File: config.mk
export PLATFORM = sky130hd
export DESIGN_NAME = rdes_status_regs
export DESIGN_NICKNAME = d
export VERILOG_FILES = /design/src/rdes_pkg.sv /design/src/rdes_fifo_alert.sv /design/src/rdes_status_regs.sv
export SDC_FILE = /design/constraint.sdc
export NUM_CORES = 1
export LEC_CHECK = 0
export BUFFER_PORTS_ARGS = -buffer_cell sky130_fd_sc_hd__buf_2
export CORE_ASPECT_RATIO = 1.5
export CORE_UTILIZATION = 37
export DETAILED_ROUTE_END_ITERATION = 10
export PLACE_DENSITY = 0.77
export RECOVER_POWER = 25
export SLEW_MARGIN = 20
export SYNTH_ARGS = -nofsm -noshare
export SYNTH_HDL_FRONTEND = slang
export SYNTH_HIERARCHICAL = 1
export SYNTH_SLANG_ARGS = --single-unit
File: constraint.sdc
create_clock -name clk -period 0.8 [get_ports clk]
set_input_delay 0.04 -clock clk [delete_from_list [all_inputs] [get_ports clk]]
set_output_delay 0.04 -clock clk [all_outputs]
set_load 0.03 [all_outputs]
File: src/rdes_pkg.sv
// Package for the reader error and status register group.
// Assumes an 8-bit register port with 6-bit addresses from the host port logic.
package rdes_pkg;
  // ----------------------------------------
  // Register offsets
  // ----------------------------------------
  localparam logic [5:0] ERR_ADDR = 6'h06;
  localparam logic [5:0] STAT1_ADDR = 6'h07;
  localparam logic [5:0] STAT2_ADDR = 6'h08;
  // ----------------------------------------
  // Reset values
  // ----------------------------------------
  localparam logic [7:0] ERR_RST = 8'h00;
  localparam logic [7:0] STAT1_RST = 8'h21;
  localparam logic [7:0] STAT2_RST = 8'h00;
  // ----------------------------------------
  // Error word fields
  // ----------------------------------------
  localparam int ERR_WRITE_B = 7;
  localparam int ERR_HEAT_B = 6;
  localparam int ERR_OVR_B = 4;
  localparam int ERR_CLASH_B = 3;
  localparam int ERR_CSUM_B = 2;
  localparam int ERR_PAR_B = 1;
  localparam int ERR_FRAME_B = 0;
  localparam logic [7:0] ERR_USED_MASK = 8'hdf;
  // ----------------------------------------
  // Status word 1 fields
  // ----------------------------------------
  localparam int S1_CGOOD_B = 6;
  localparam int S1_CDONE_B = 5;
  localparam int S1_IRQ_B = 4;
  localparam int S1_TACT_B = 3;
  localparam int S1_HI_B = 1;
  localparam int S1_LO_B = 0;
  // ----------------------------------------
  // Status word 2 fields
  // ----------------------------------------
  localparam int S2_HCLR_B = 7;
  localparam int S2_FAST_B = 6;
  localparam int S2_CIPH_B = 3;
  localparam int S2_MODEM_MSB = 2;
  // ----------------------------------------
  // FIFO and timer
  // ----------------------------------------
  localparam logic [6:0] FIFO_DEPTH = 7'h40;
  localparam logic [1:0] GATE_OFF = 2'h0;
endpackage

File: src/rdes_fifo_alert.sv
// FIFO watermark comparator for the status group.
// Assumes level and watermark come from logic on the same clock.
`timescale 1ns/1ps
module rdes_fifo_alert
  import rdes_pkg::*;
(
  // Fill state
  input wire logic [6:0] fifoByteCount,
  input wire logic [5:0] fifoWatermark,
  // Alerts
  output logic fifoNearlyFull,
  output logic fifoNearlyEmpty
);
  logic [6:0] freeSpace;
  always_comb begin
    freeSpace = 7'(FIFO_DEPTH - fifoByteCount);
    fifoNearlyFull = freeSpace <= {1'b0, fifoWatermark};
    fifoNearlyEmpty = fifoByteCount <= {1'b0, fifoWatermark};
  end
endmodule

File: src/rdes_status_regs.sv
// Error word and two status words of the reader front end.
// Assumes all event inputs are single-cycle pulses on clk from core logic;
// the gate pin level is not an input on purpose.
`timescale 1ns/1ps
module rdes_status_regs
  import rdes_pkg::*;
(
  // Clock and reset
  input wire logic clk,
  input wire logic rst,
  // Register port
  input wire logic [5:0] regAddr,
  input wire logic regWr,
  input wire logic [7:0] regWrData,
  output logic [7:0] regRdData,
  // Command and fault events
  input wire logic cmdStart,
  input wire logic [7:0] faultSet,
  input wire logic dieOverLimit,
  // Checksum coprocessor
  input wire logic checksumBusy,
  input wire logic [15:0] checksumResult,
  input wire logic checksumComputeCmd,
  input wire logic checksumDone,
  // Interrupt requests and enables
  input wire logic [7:0] mainIrqReq,
  input wire logic [7:0] mainIrqEnables,
  input wire logic [7:0] miscIrqReq,
  input wire logic [7:0] miscIrqEnables,
  // Timer
  input wire logic timerRun,
  input wire logic [1:0] timerGateSelect,
  input wire logic timerGateEnabled,
  // FIFO
  input wire logic [6:0] fifoByteCount,
  input wire logic [5:0] fifoWatermark,
  // Radio and cipher
  input wire logic [2:0] radioFsmState,
  input wire logic authSuccess,
  // Status outputs
  output logic busFilterFastForce,
  output logic cipherActive,
  output logic irqPending
);
  // ----------------------------------------
  // State
  // ----------------------------------------
  logic [7:0] errFf, nxt_err;
  logic [7:0] stat1Ff, nxt_stat1;
  logic fastFf, nxt_fast;
  logic ciphFf, nxt_ciph;
  logic hclrFf, nxt_hclr;
  logic [2:0] modemFf, nxt_modem;
  logic [7:0] rdFf, nxt_rd;
  logic csumDoneFf, nxt_csumDone;
  logic csumCmdFf, nxt_csumCmd;
  logic nearlyFull, nearlyEmpty;

  function automatic logic hit(input logic [5:0] a, input logic [5:0] target);
    hit = a == target;
  endfunction

  rdes_fifo_alert uAlert (
    .fifoByteCount(fifoByteCount),
    .fifoWatermark(fifoWatermark),
    .fifoNearlyFull(nearlyFull),
    .fifoNearlyEmpty(nearlyEmpty)
  );

  // ----------------------------------------
  // Error word
  // ----------------------------------------
  always_comb begin
    nxt_err = errFf;
    if (cmdStart) begin
      nxt_err = errFf & (8'h01 << ERR_HEAT_B);
    end
    // Overheat clear only while cool; a fresh fault in the same cycle wins
    if (regWr && hit(regAddr, STAT2_ADDR) && regWrData[S2_HCLR_B] && !dieOverLimit) begin
      nxt_err[ERR_HEAT_B] = 1'b0;
    end
    nxt_err = (nxt_err | faultSet) & ERR_USED_MASK;
  end

  // ----------------------------------------
  // Status word 1
  // ----------------------------------------
  always_comb begin
    nxt_csumCmd = csumCmdFf;
    if (checksumComputeCmd) begin
      nxt_csumCmd = 1'b1;
    end else if (cmdStart) begin
      nxt_csumCmd = 1'b0;
    end
    nxt_csumDone = csumDoneFf;
    // Completion beats a clear in the same cycle so a finish is never lost
    if (checksumDone && csumCmdFf) begin
      nxt_csumDone = 1'b1;
    end else if (checksumComputeCmd || cmdStart) begin
      nxt_csumDone = 1'b0;
    end
    nxt_stat1 = 8'h00;
    // Undefined during frames by nature; zero while busy
    nxt_stat1[S1_CGOOD_B] = !checksumBusy && (checksumResult == 16'h0000);
    nxt_stat1[S1_CDONE_B] = nxt_csumDone;
    nxt_stat1[S1_IRQ_B] = |(mainIrqReq & mainIrqEnables) |
                          |(miscIrqReq & miscIrqEnables);
    if (timerGateSelect != GATE_OFF) begin
      nxt_stat1[S1_TACT_B] = timerGateEnabled;
    end else begin
      nxt_stat1[S1_TACT_B] = timerRun;
    end
    nxt_stat1[S1_HI_B] = nearlyFull;
    nxt_stat1[S1_LO_B] = nearlyEmpty;
  end

  // ----------------------------------------
  // Status word 2 and read port
  // ----------------------------------------
  always_comb begin
    nxt_fast = fastFf;
    nxt_hclr = hclrFf;
    nxt_ciph = ciphFf;
    if (regWr && hit(regAddr, STAT2_ADDR)) begin
      nxt_fast = regWrData[S2_FAST_B];
      nxt_hclr = regWrData[S2_HCLR_B];
      if (!regWrData[S2_CIPH_B]) begin
        nxt_ciph = 1'b0;
      end
    end
    if (authSuccess) begin
      nxt_ciph = 1'b1;
    end
    nxt_modem = radioFsmState;
    case (regAddr)
      ERR_ADDR: nxt_rd = errFf;
      STAT1_ADDR: nxt_rd = stat1Ff;
      STAT2_ADDR: nxt_rd = {hclrFf, fastFf, 2'b00, ciphFf, modemFf};
      default: nxt_rd = 8'h00;
    endcase
  end

  always_ff @(posedge clk or posedge rst) begin
    if (rst) begin
      errFf <= ERR_RST;
      stat1Ff <= STAT1_RST;
      fastFf <= STAT2_RST[S2_FAST_B];
      hclrFf <= STAT2_RST[S2_HCLR_B];
      ciphFf <= STAT2_RST[S2_CIPH_B];
      modemFf <= STAT2_RST[S2_MODEM_MSB:0];
      rdFf <= 8'h00;
      csumDoneFf <= STAT1_RST[S1_CDONE_B];
      csumCmdFf <= 1'b0;
    end else begin
      errFf <= nxt_err;
      stat1Ff <= nxt_stat1;
      fastFf <= nxt_fast;
      hclrFf <= nxt_hclr;
      ciphFf <= nxt_ciph;
      modemFf <= nxt_modem;
      rdFf <= nxt_rd;
      csumDoneFf <= nxt_csumDone;
      csumCmdFf <= nxt_csumCmd;
    end
  end

  assign regRdData = rdFf;
  assign busFilterFastForce = fastFf;
  assign cipherActive = ciphFf;
  assign irqPending = stat1Ff[S1_IRQ_B];
endmodule

==> summary.md, run 1 <==
| Metric | Value |
|---|---|
| Vias/cell | `4.90` |
| Synthesized-area fraction occupied by adder cells | `9.81%` |
| Syn nets | `247` |
| Clk root buf | `clkbuf_8` |
| Clk_lat worst skew | `0.27 ns` |
| Main synth FF type | `dfrtp_1` |
| CTS Buffer Depth | `2` |
| Die area | `0.00440 mm2` |
| Failing checks | `negative hold slack, negative setup slack` |
| Routed vias | `1,586` |
| DP HPWL | `3310 um` |
| Tot Pwr | `3.58 mW` |
| Synth async-reset ratio | `100%` |
| Port Buffers | `103` |
| Final hold vios | `1` |
| Placer Congestion | `0.772` |
| Starting Density | `38.7%` |
| Initial antenna violation count | `0` |
| Slew Viols, Final | `0` |
| Worst Skew | `0.00478 ns` |
| Crit start category | `input port` |
| Die Y | `80.8 um` |
| Critical path's slowest cell | `a221o_1` |
| Syn. warnings | `6` |
| Max_cap viols | `0` |
| GRT overflow | `0` |
| Setup WS pre-CTS | `-0.814 ns` |
| # rows | `28` |
| Final ANT Viol Nets | `0` |
| Fin Hold WS | `-0.0767 ns` |
| # hold bufs at CTS | `16` |
| Hold Path Stages | `2` |
| Residual DRC | `0` |
| Simple logic cell fraction of the synthesized area | `14.6%` |
| Mapped Avg Cell Area | `11.3 um2` |
| Filler Cells Inserted | `296` |
| Synth Register Bits | `28` |
| IO Count | `110` |
| Final core utilization | `69.7%` |
| Wire per inst | `13.7 um` |
| Syn Inst Count | `136` |
| Status | `complete, but fails checks` |
| Inserted Diodes | `0` |
| Clock Pin Slew Worst Setup and Hold Paths | `0.09 ns` |
| Worst slew pin tran | `0.374 ns` |
| Final period utilization | `162%` |
| Number of CTS-inserted buffers | `3` |
| Initial DRC count | `14` |
| Compound-gate portion of the synthesized area | `17.2%` |
| Vias in the first global route | `1,586` |
| Post-synthesis mux area share | `5.48%` |
| Die W | `54.5 um` |
| Fraction of layout cells with a size suffix above 1 | `57.0%` |
| Seq/Total Area, Yosys | `46.0%` |
| Tmin final | `1.29 ns` |
| Cells along the critical path | `buf_6 -> nor3_4 -> nand2_2 -> xor2_1 -> ha_1 -> and3_4 -> a221o_1 -> a21oi_2` |
| Crit path max fanout | `2` |
| H-Tree Depth | `1` |
| Routed WL | `4440 um` |
| DRT Pass-1 Iters | `4` |
| Mapped Area | `0.00153 mm2` |
| Critical path type | `input port to flop` |
| Largest net degree at the start of global routing | `29` |
| Unrepaired setup endpoints after global routing | `yes` |
| Final setup viols | `14` |
| Post-synthesis xor/xnor area fraction | `2.86%` |
| Clk sinks | `28` |
| CP max stage delay | `0.35 ns` |
| Layout net count | `391` |
| Fmax achieved | `773 MHz` |
| Critical Path Sink Type | `flop` |
| Final worst slack | `-0.494 ns` |
| CP Data Required Time | `1.01 ns` |
| EDFF count, synth | `0` |
| Main combinational cell family by area after synthesis | `compound AO/OA/AOI/OAI gates` |
| Core Region | `0.00396 mm2` |
| Pleak | `1.41 nW` |
| CTS tree | `built` |
| Global-route wire length before repair | `6810 um` |
| Worst slew margin | `75.1%` |
| Synth cell types | `38` |
| R2r worst-path depth | `3` |
| Max VDD drop | `1370 uV` |
| Hold WC Path Type | `input port to flop` |
| GRT Total Usage | `21.1%` |
| Area Growth Syn to Fin | `80.2%` |
| Worst EP arrival | `1.50 ns` |
| Pwr Density | `1300 mW/mm2` |
## cell families after synthesis
family	Yosys count
buffers and inverters	14
AND/OR/NAND/NOR	36
adder cells (fa/ha/maj)	12
AO/OA/AOI/OAI	33
multiplexers	8
flip-flops	28
XOR/XNOR	5
## cell usage after synthesis (3+ instances only)
master | n | area (um2)
dfrtp_1 | 26 | 651
nor2_1 | 9 | 33.8
and3_1 | 3 | 18.8
xnor2_1 | 3 | 26.3
o2bb2ai_1 | 4 | 35.0
inv_1 | 12 | 45.0
a32o_1 | 3 | 30.0
nand4_1 | 3 | 18.8
a21o_1 | 9 | 67.6
a21oi_1 | 4 | 20.0
mux2i_1 | 5 | 50.1
ha_1 | 12 | 150
nand2_1 | 3 | 11.3
a221oi_1 | 4 | 35.0
nor4_1 | 4 | 25.0
a22o_1 | 4 | 35.0
## metrics by stage
stage / TNS, ns / area (um2) / instances
4_1_cts: -1.11 / 2700 / 324
3_3_place_gp: -3.31 / 2320 / 301
5_1_grt: -1.66 / 2760 / 324
2_1_floorplan: -1.59 / 1620 / 136
3_5_place_dp: -3.52 / 2320 / 301
6_report: -1.05 / 2760 / 324
## critical path: cells and delay by family
| family | cells | cell delay [ns] |
|---|---|---|
| AOI/OAI and AO/OA | 2 | 0.46 |
| xor gates and xnor gates | 1 | 0.16 |
| adders and majority gates | 1 | 0.32 |
| buffers and inverters | 1 | 0.10 |
| and+or+nand+nor | 3 | 0.42 |
## registers in the layout, indices dropped and copies added (netlist names)
register and flops:
csumCmdFf 1, stat1Ff 6, cipherActive 1, regRdData 8, hclrFf 1, modemFf 3
busFilterFastForce 1, errFf 7
## power breakdown
| group | switching (mW) | total [mW] | internal (mW) |
|---|---|---|---|
| Clock | 0.417 | 1.09 | 0.669 |
| Combinational | 0.394 | 0.963 | 0.569 |
| Sequential | 0.0381 | 1.53 | 1.49 |
| Total | 0.849 | 3.58 | 2.73 |
## worst paths after layout
kind,end,start,slack (ns)
max,stat1Ff[1]$_DFF_PP0_,fifoByteCount[4],-0.49
max in group asynchronous,stat1Ff[0]$_DFF_PP1_,rst,0.09
max reg2reg,regRdData[6]$_DFF_PP0_,busFilterFastForce$_DFFE_PP0P_,-0.04
min,stat1Ff[6]$_DFF_PP0_,checksumResult[12],-0.08
min reg2reg,regRdData[0]$_DFF_PP0_,modemFf[0]$_DFF_PP0_,0.48
min in group asynchronous,errFf[4]$_DFF_PP0_,rst,0.40
## timing repair
item	4_1_cts	5_1_grt
setup endpoints to repair	14	21
buffers inserted	3	2
hold endpoints to repair	44	1
pin swaps	16	14
gates resized for setup	35	17
## final cells by class
| cell class | instances | area (um2) | area share (%) |
|---|---|---|---|
| sequential | 28 | 703 | 25.5 |
| inverter | 12 | 62.6 | 2.27 |
| clock inverter | 1 | 30.0 | 1.09 |
| tap | 45 | 56.3 | 2.04 |
| timing repair buffer | 141 | 966 | 35.0 |
| multi-input combinational | 94 | 898 | 32.6 |
| clock buffer | 3 | 41.3 | 1.50 |
## layer usage
| layer | GRT usage (%) | routed length, um |
|---|---|---|
| met1 | 22.5 | 1630 |
| met2 | 39.5 | 2590 |
| met3 | 3.00 | 155 |
| met4 | 8.21 | 63 |
| met5 | 0 | 0 |
## layout by cell type, fill, tap and decap left out, types with 7 or more instances in the layout
cell type      count
a21o_1             9
buf_2             84
buf_4             20
buf_6             20
dfrtp_1           26
dlygate4sd3_1     15
ha_1               8
inv_1              9
nor2_1             7
Note: power is estimated with default switching activity, not from simulation.
==> run 2: changes to the inputs <==
- BUFFER_PORTS_ARGS: -buffer_cell sky130_fd_sc_hd__buf_2 -> -buffer_cell sky130_fd_sc_hd__buf_4
==> summary.md, run 2 (synthesis results as in run 1) <==
| Metric | Value |
|---|---|
| Status | `complete, but fails checks` |
| Failing checks | `negative hold slack, negative setup slack` |
| Crit path max fanout | `3` |
| Clock Pin Slew Worst Setup and Hold Paths | `0.09 ns` |
| Worst Skew | `0.00192 ns` |
| Critical path type | `input port to flop` |
| Inserted Diodes | `0` |
| Largest net degree at the start of global routing | `29` |
| Crit start category | `input port` |
| Setup WS pre-CTS | `-0.799 ns` |
| Global-route wire length before repair | `6640 um` |
| GRT overflow | `0` |
| Fraction of layout cells with a size suffix above 1 | `57.2%` |
| Area of the multi-input gates | `875 um2` |
| Cell family with most CP delay | `compound AO/OA/AOI/OAI gates` |
| Die area | `0.00440 mm2` |
| Vias/cell | `4.93` |
| Clk_lat worst skew | `0.27 ns` |
| Filler Cells Inserted | `276` |
| H-Tree Depth | `1` |
| Final hold vios | `1` |
| Finished Layout Cells | `321` |
| Final worst slack | `-0.483 ns` |
| CTS tree | `built` |
| Reg2Reg Setup Slack | `-0.09 ns` |
| Tmin final | `1.28 ns` |
| # rows | `28` |
| Starting Density | `38.7%` |
| Largest register FFs | `8` |
| Max_cap viols | `0` |
| Clk root buf | `clkbuf_8` |
| Die Y | `80.8 um` |
| DP HPWL | `3540 um` |
| Final setup viols | `15` |
| Routed WL | `4550 um` |
| Inst Count DP | `301` |
| IO Count | `110` |
| Critical path buffers and inverters | `2` |
| Final period utilization | `160%` |
| Reg-to-reg startpoint | `busFilterFastForce$_DFFE_PP0P_` |
| Area Growth Syn to Fin | `89.5%` |
| Pwr Density | `1260 mW/mm2` |
| Layout net count | `388` |
| Worst slew margin | `76.0%` |
| Clk sinks | `28` |
| Placer Congestion | `0.781` |
| Unrepaired setup endpoints after global routing | `yes` |
| Most frequent cells in the layout | `buf_4, dfrtp_1, buf_6, dlygate4sd3_1` |
| Cells along the critical path | `buf_6 -> inv_4 -> ha_4 -> nand2_2 -> xor2_2 -> ha_1 -> and3_4 -> a221o_1 -> a21oi_2` |
| Fin Hold WS | `-0.0712 ns` |
| Vias in the first global route | `1,628` |
| Critical path's slowest cell | `a221o_1` |
| Placed Area | `0.00258 mm2` |
| Crit path from | `fifoByteCount[0]` |
| CP Data Required Time | `1.01 ns` |
| Core Region | `0.00396 mm2` |
| Critical Path Sink Type | `flop` |
| Initial DRC count | `25` |
| Worst EP arrival | `1.49 ns` |
| Register area | `703 um2` |
| Final ANT Viol Nets | `0` |
| Design Area, Final | `0.00290 mm2` |
| GRT Total Usage | `20.4%` |
| Most common cell after layout, fill and taps aside | `buf_4` |
| CTS Buffer Depth | `2` |
| Max VDD drop | `1360 uV` |
| Hold WC Path Type | `input port to flop` |
| Wire per inst | `14.2 um` |
| Pleak | `1.45 nW` |
| Number of CTS-inserted buffers | `3` |
| CP max stage delay | `0.32 ns` |
| Routed vias | `1,584` |
| Fmax achieved | `779 MHz` |
| Slew Viols, Final | `0` |
| Initial antenna violation count | `0` |
| Worst slew pin tran | `0.359 ns` |
| DRT Pass-1 Iters | `3` |
| Port Buffers | `103` |
| Hold Path Origin | `checksumResult[14]` |
| Die W | `54.5 um` |
| Residual DRC | `0` |
| Tot Pwr | `3.66 mW` |
[run 2: path summary, 6_finish.rpt]
check	end	depth (start not counted)
max	stat1Ff[1]$_DFF_PP0_	9
min	stat1Ff[6]$_DFF_PP0_	2
max reg2reg	busFilterFastForce$_DFFE_PP0P_	2
min reg2reg	regRdData[1]$_DFF_PP0_	1
max in group asynchronous	stat1Ff[0]$_DFF_PP1_	4
min in group asynchronous	regRdData[4]$_DFF_PP0_	4
[run 2: report_power, final]
group	switching [mW]	internal [mW]	total [mW]	leakage (nW)
Clock	0.416	0.669	1.08	0.0357
Sequential	0.0386	1.49	1.53	0.334
Combinational	0.385	0.658	1.04	1.08
[run 2: metal layers]
layer,vias up,global-route usage (%),routed length (um)
met5,-,0,0
met4,0,5.38,25
met3,4,1.31,127
met2,44,42.4,2830
met1,748,19.7,1570
li1,788,-,-
[run 2: area by class of cell]
cell class,count,share of cell area [%]
Clock buffer,3,1.42
Tap cell,45,1.94
Clock inverter,1,1.04
Sequential cell,28,24.2
Timing Repair Buffer,138,39.0
Multi-Input combinational cell,94,30.2
Inverter,12,2.16
[run 2: metrics by stage]
step	hold slack, ns	TNS, ns	utilization, %
global placement	0.0903	-3.29	65.1
finish	-0.0712	-1.21	73.3
global route	-0.0837	-1.74	73.3
floorplan	0.0714	-1.59	-
detailed placement	0.0911	-3.49	65.1
CTS	-0.0807	-1.09	72.2
[run 2: timing repair]
item	in CTS	in global routing
pin swaps	13	6
setup endpoints to repair	14	17
hold buffers	12	1
resized for setup	20	9
hold endpoints to repair	40	2
buffers inserted	2	1
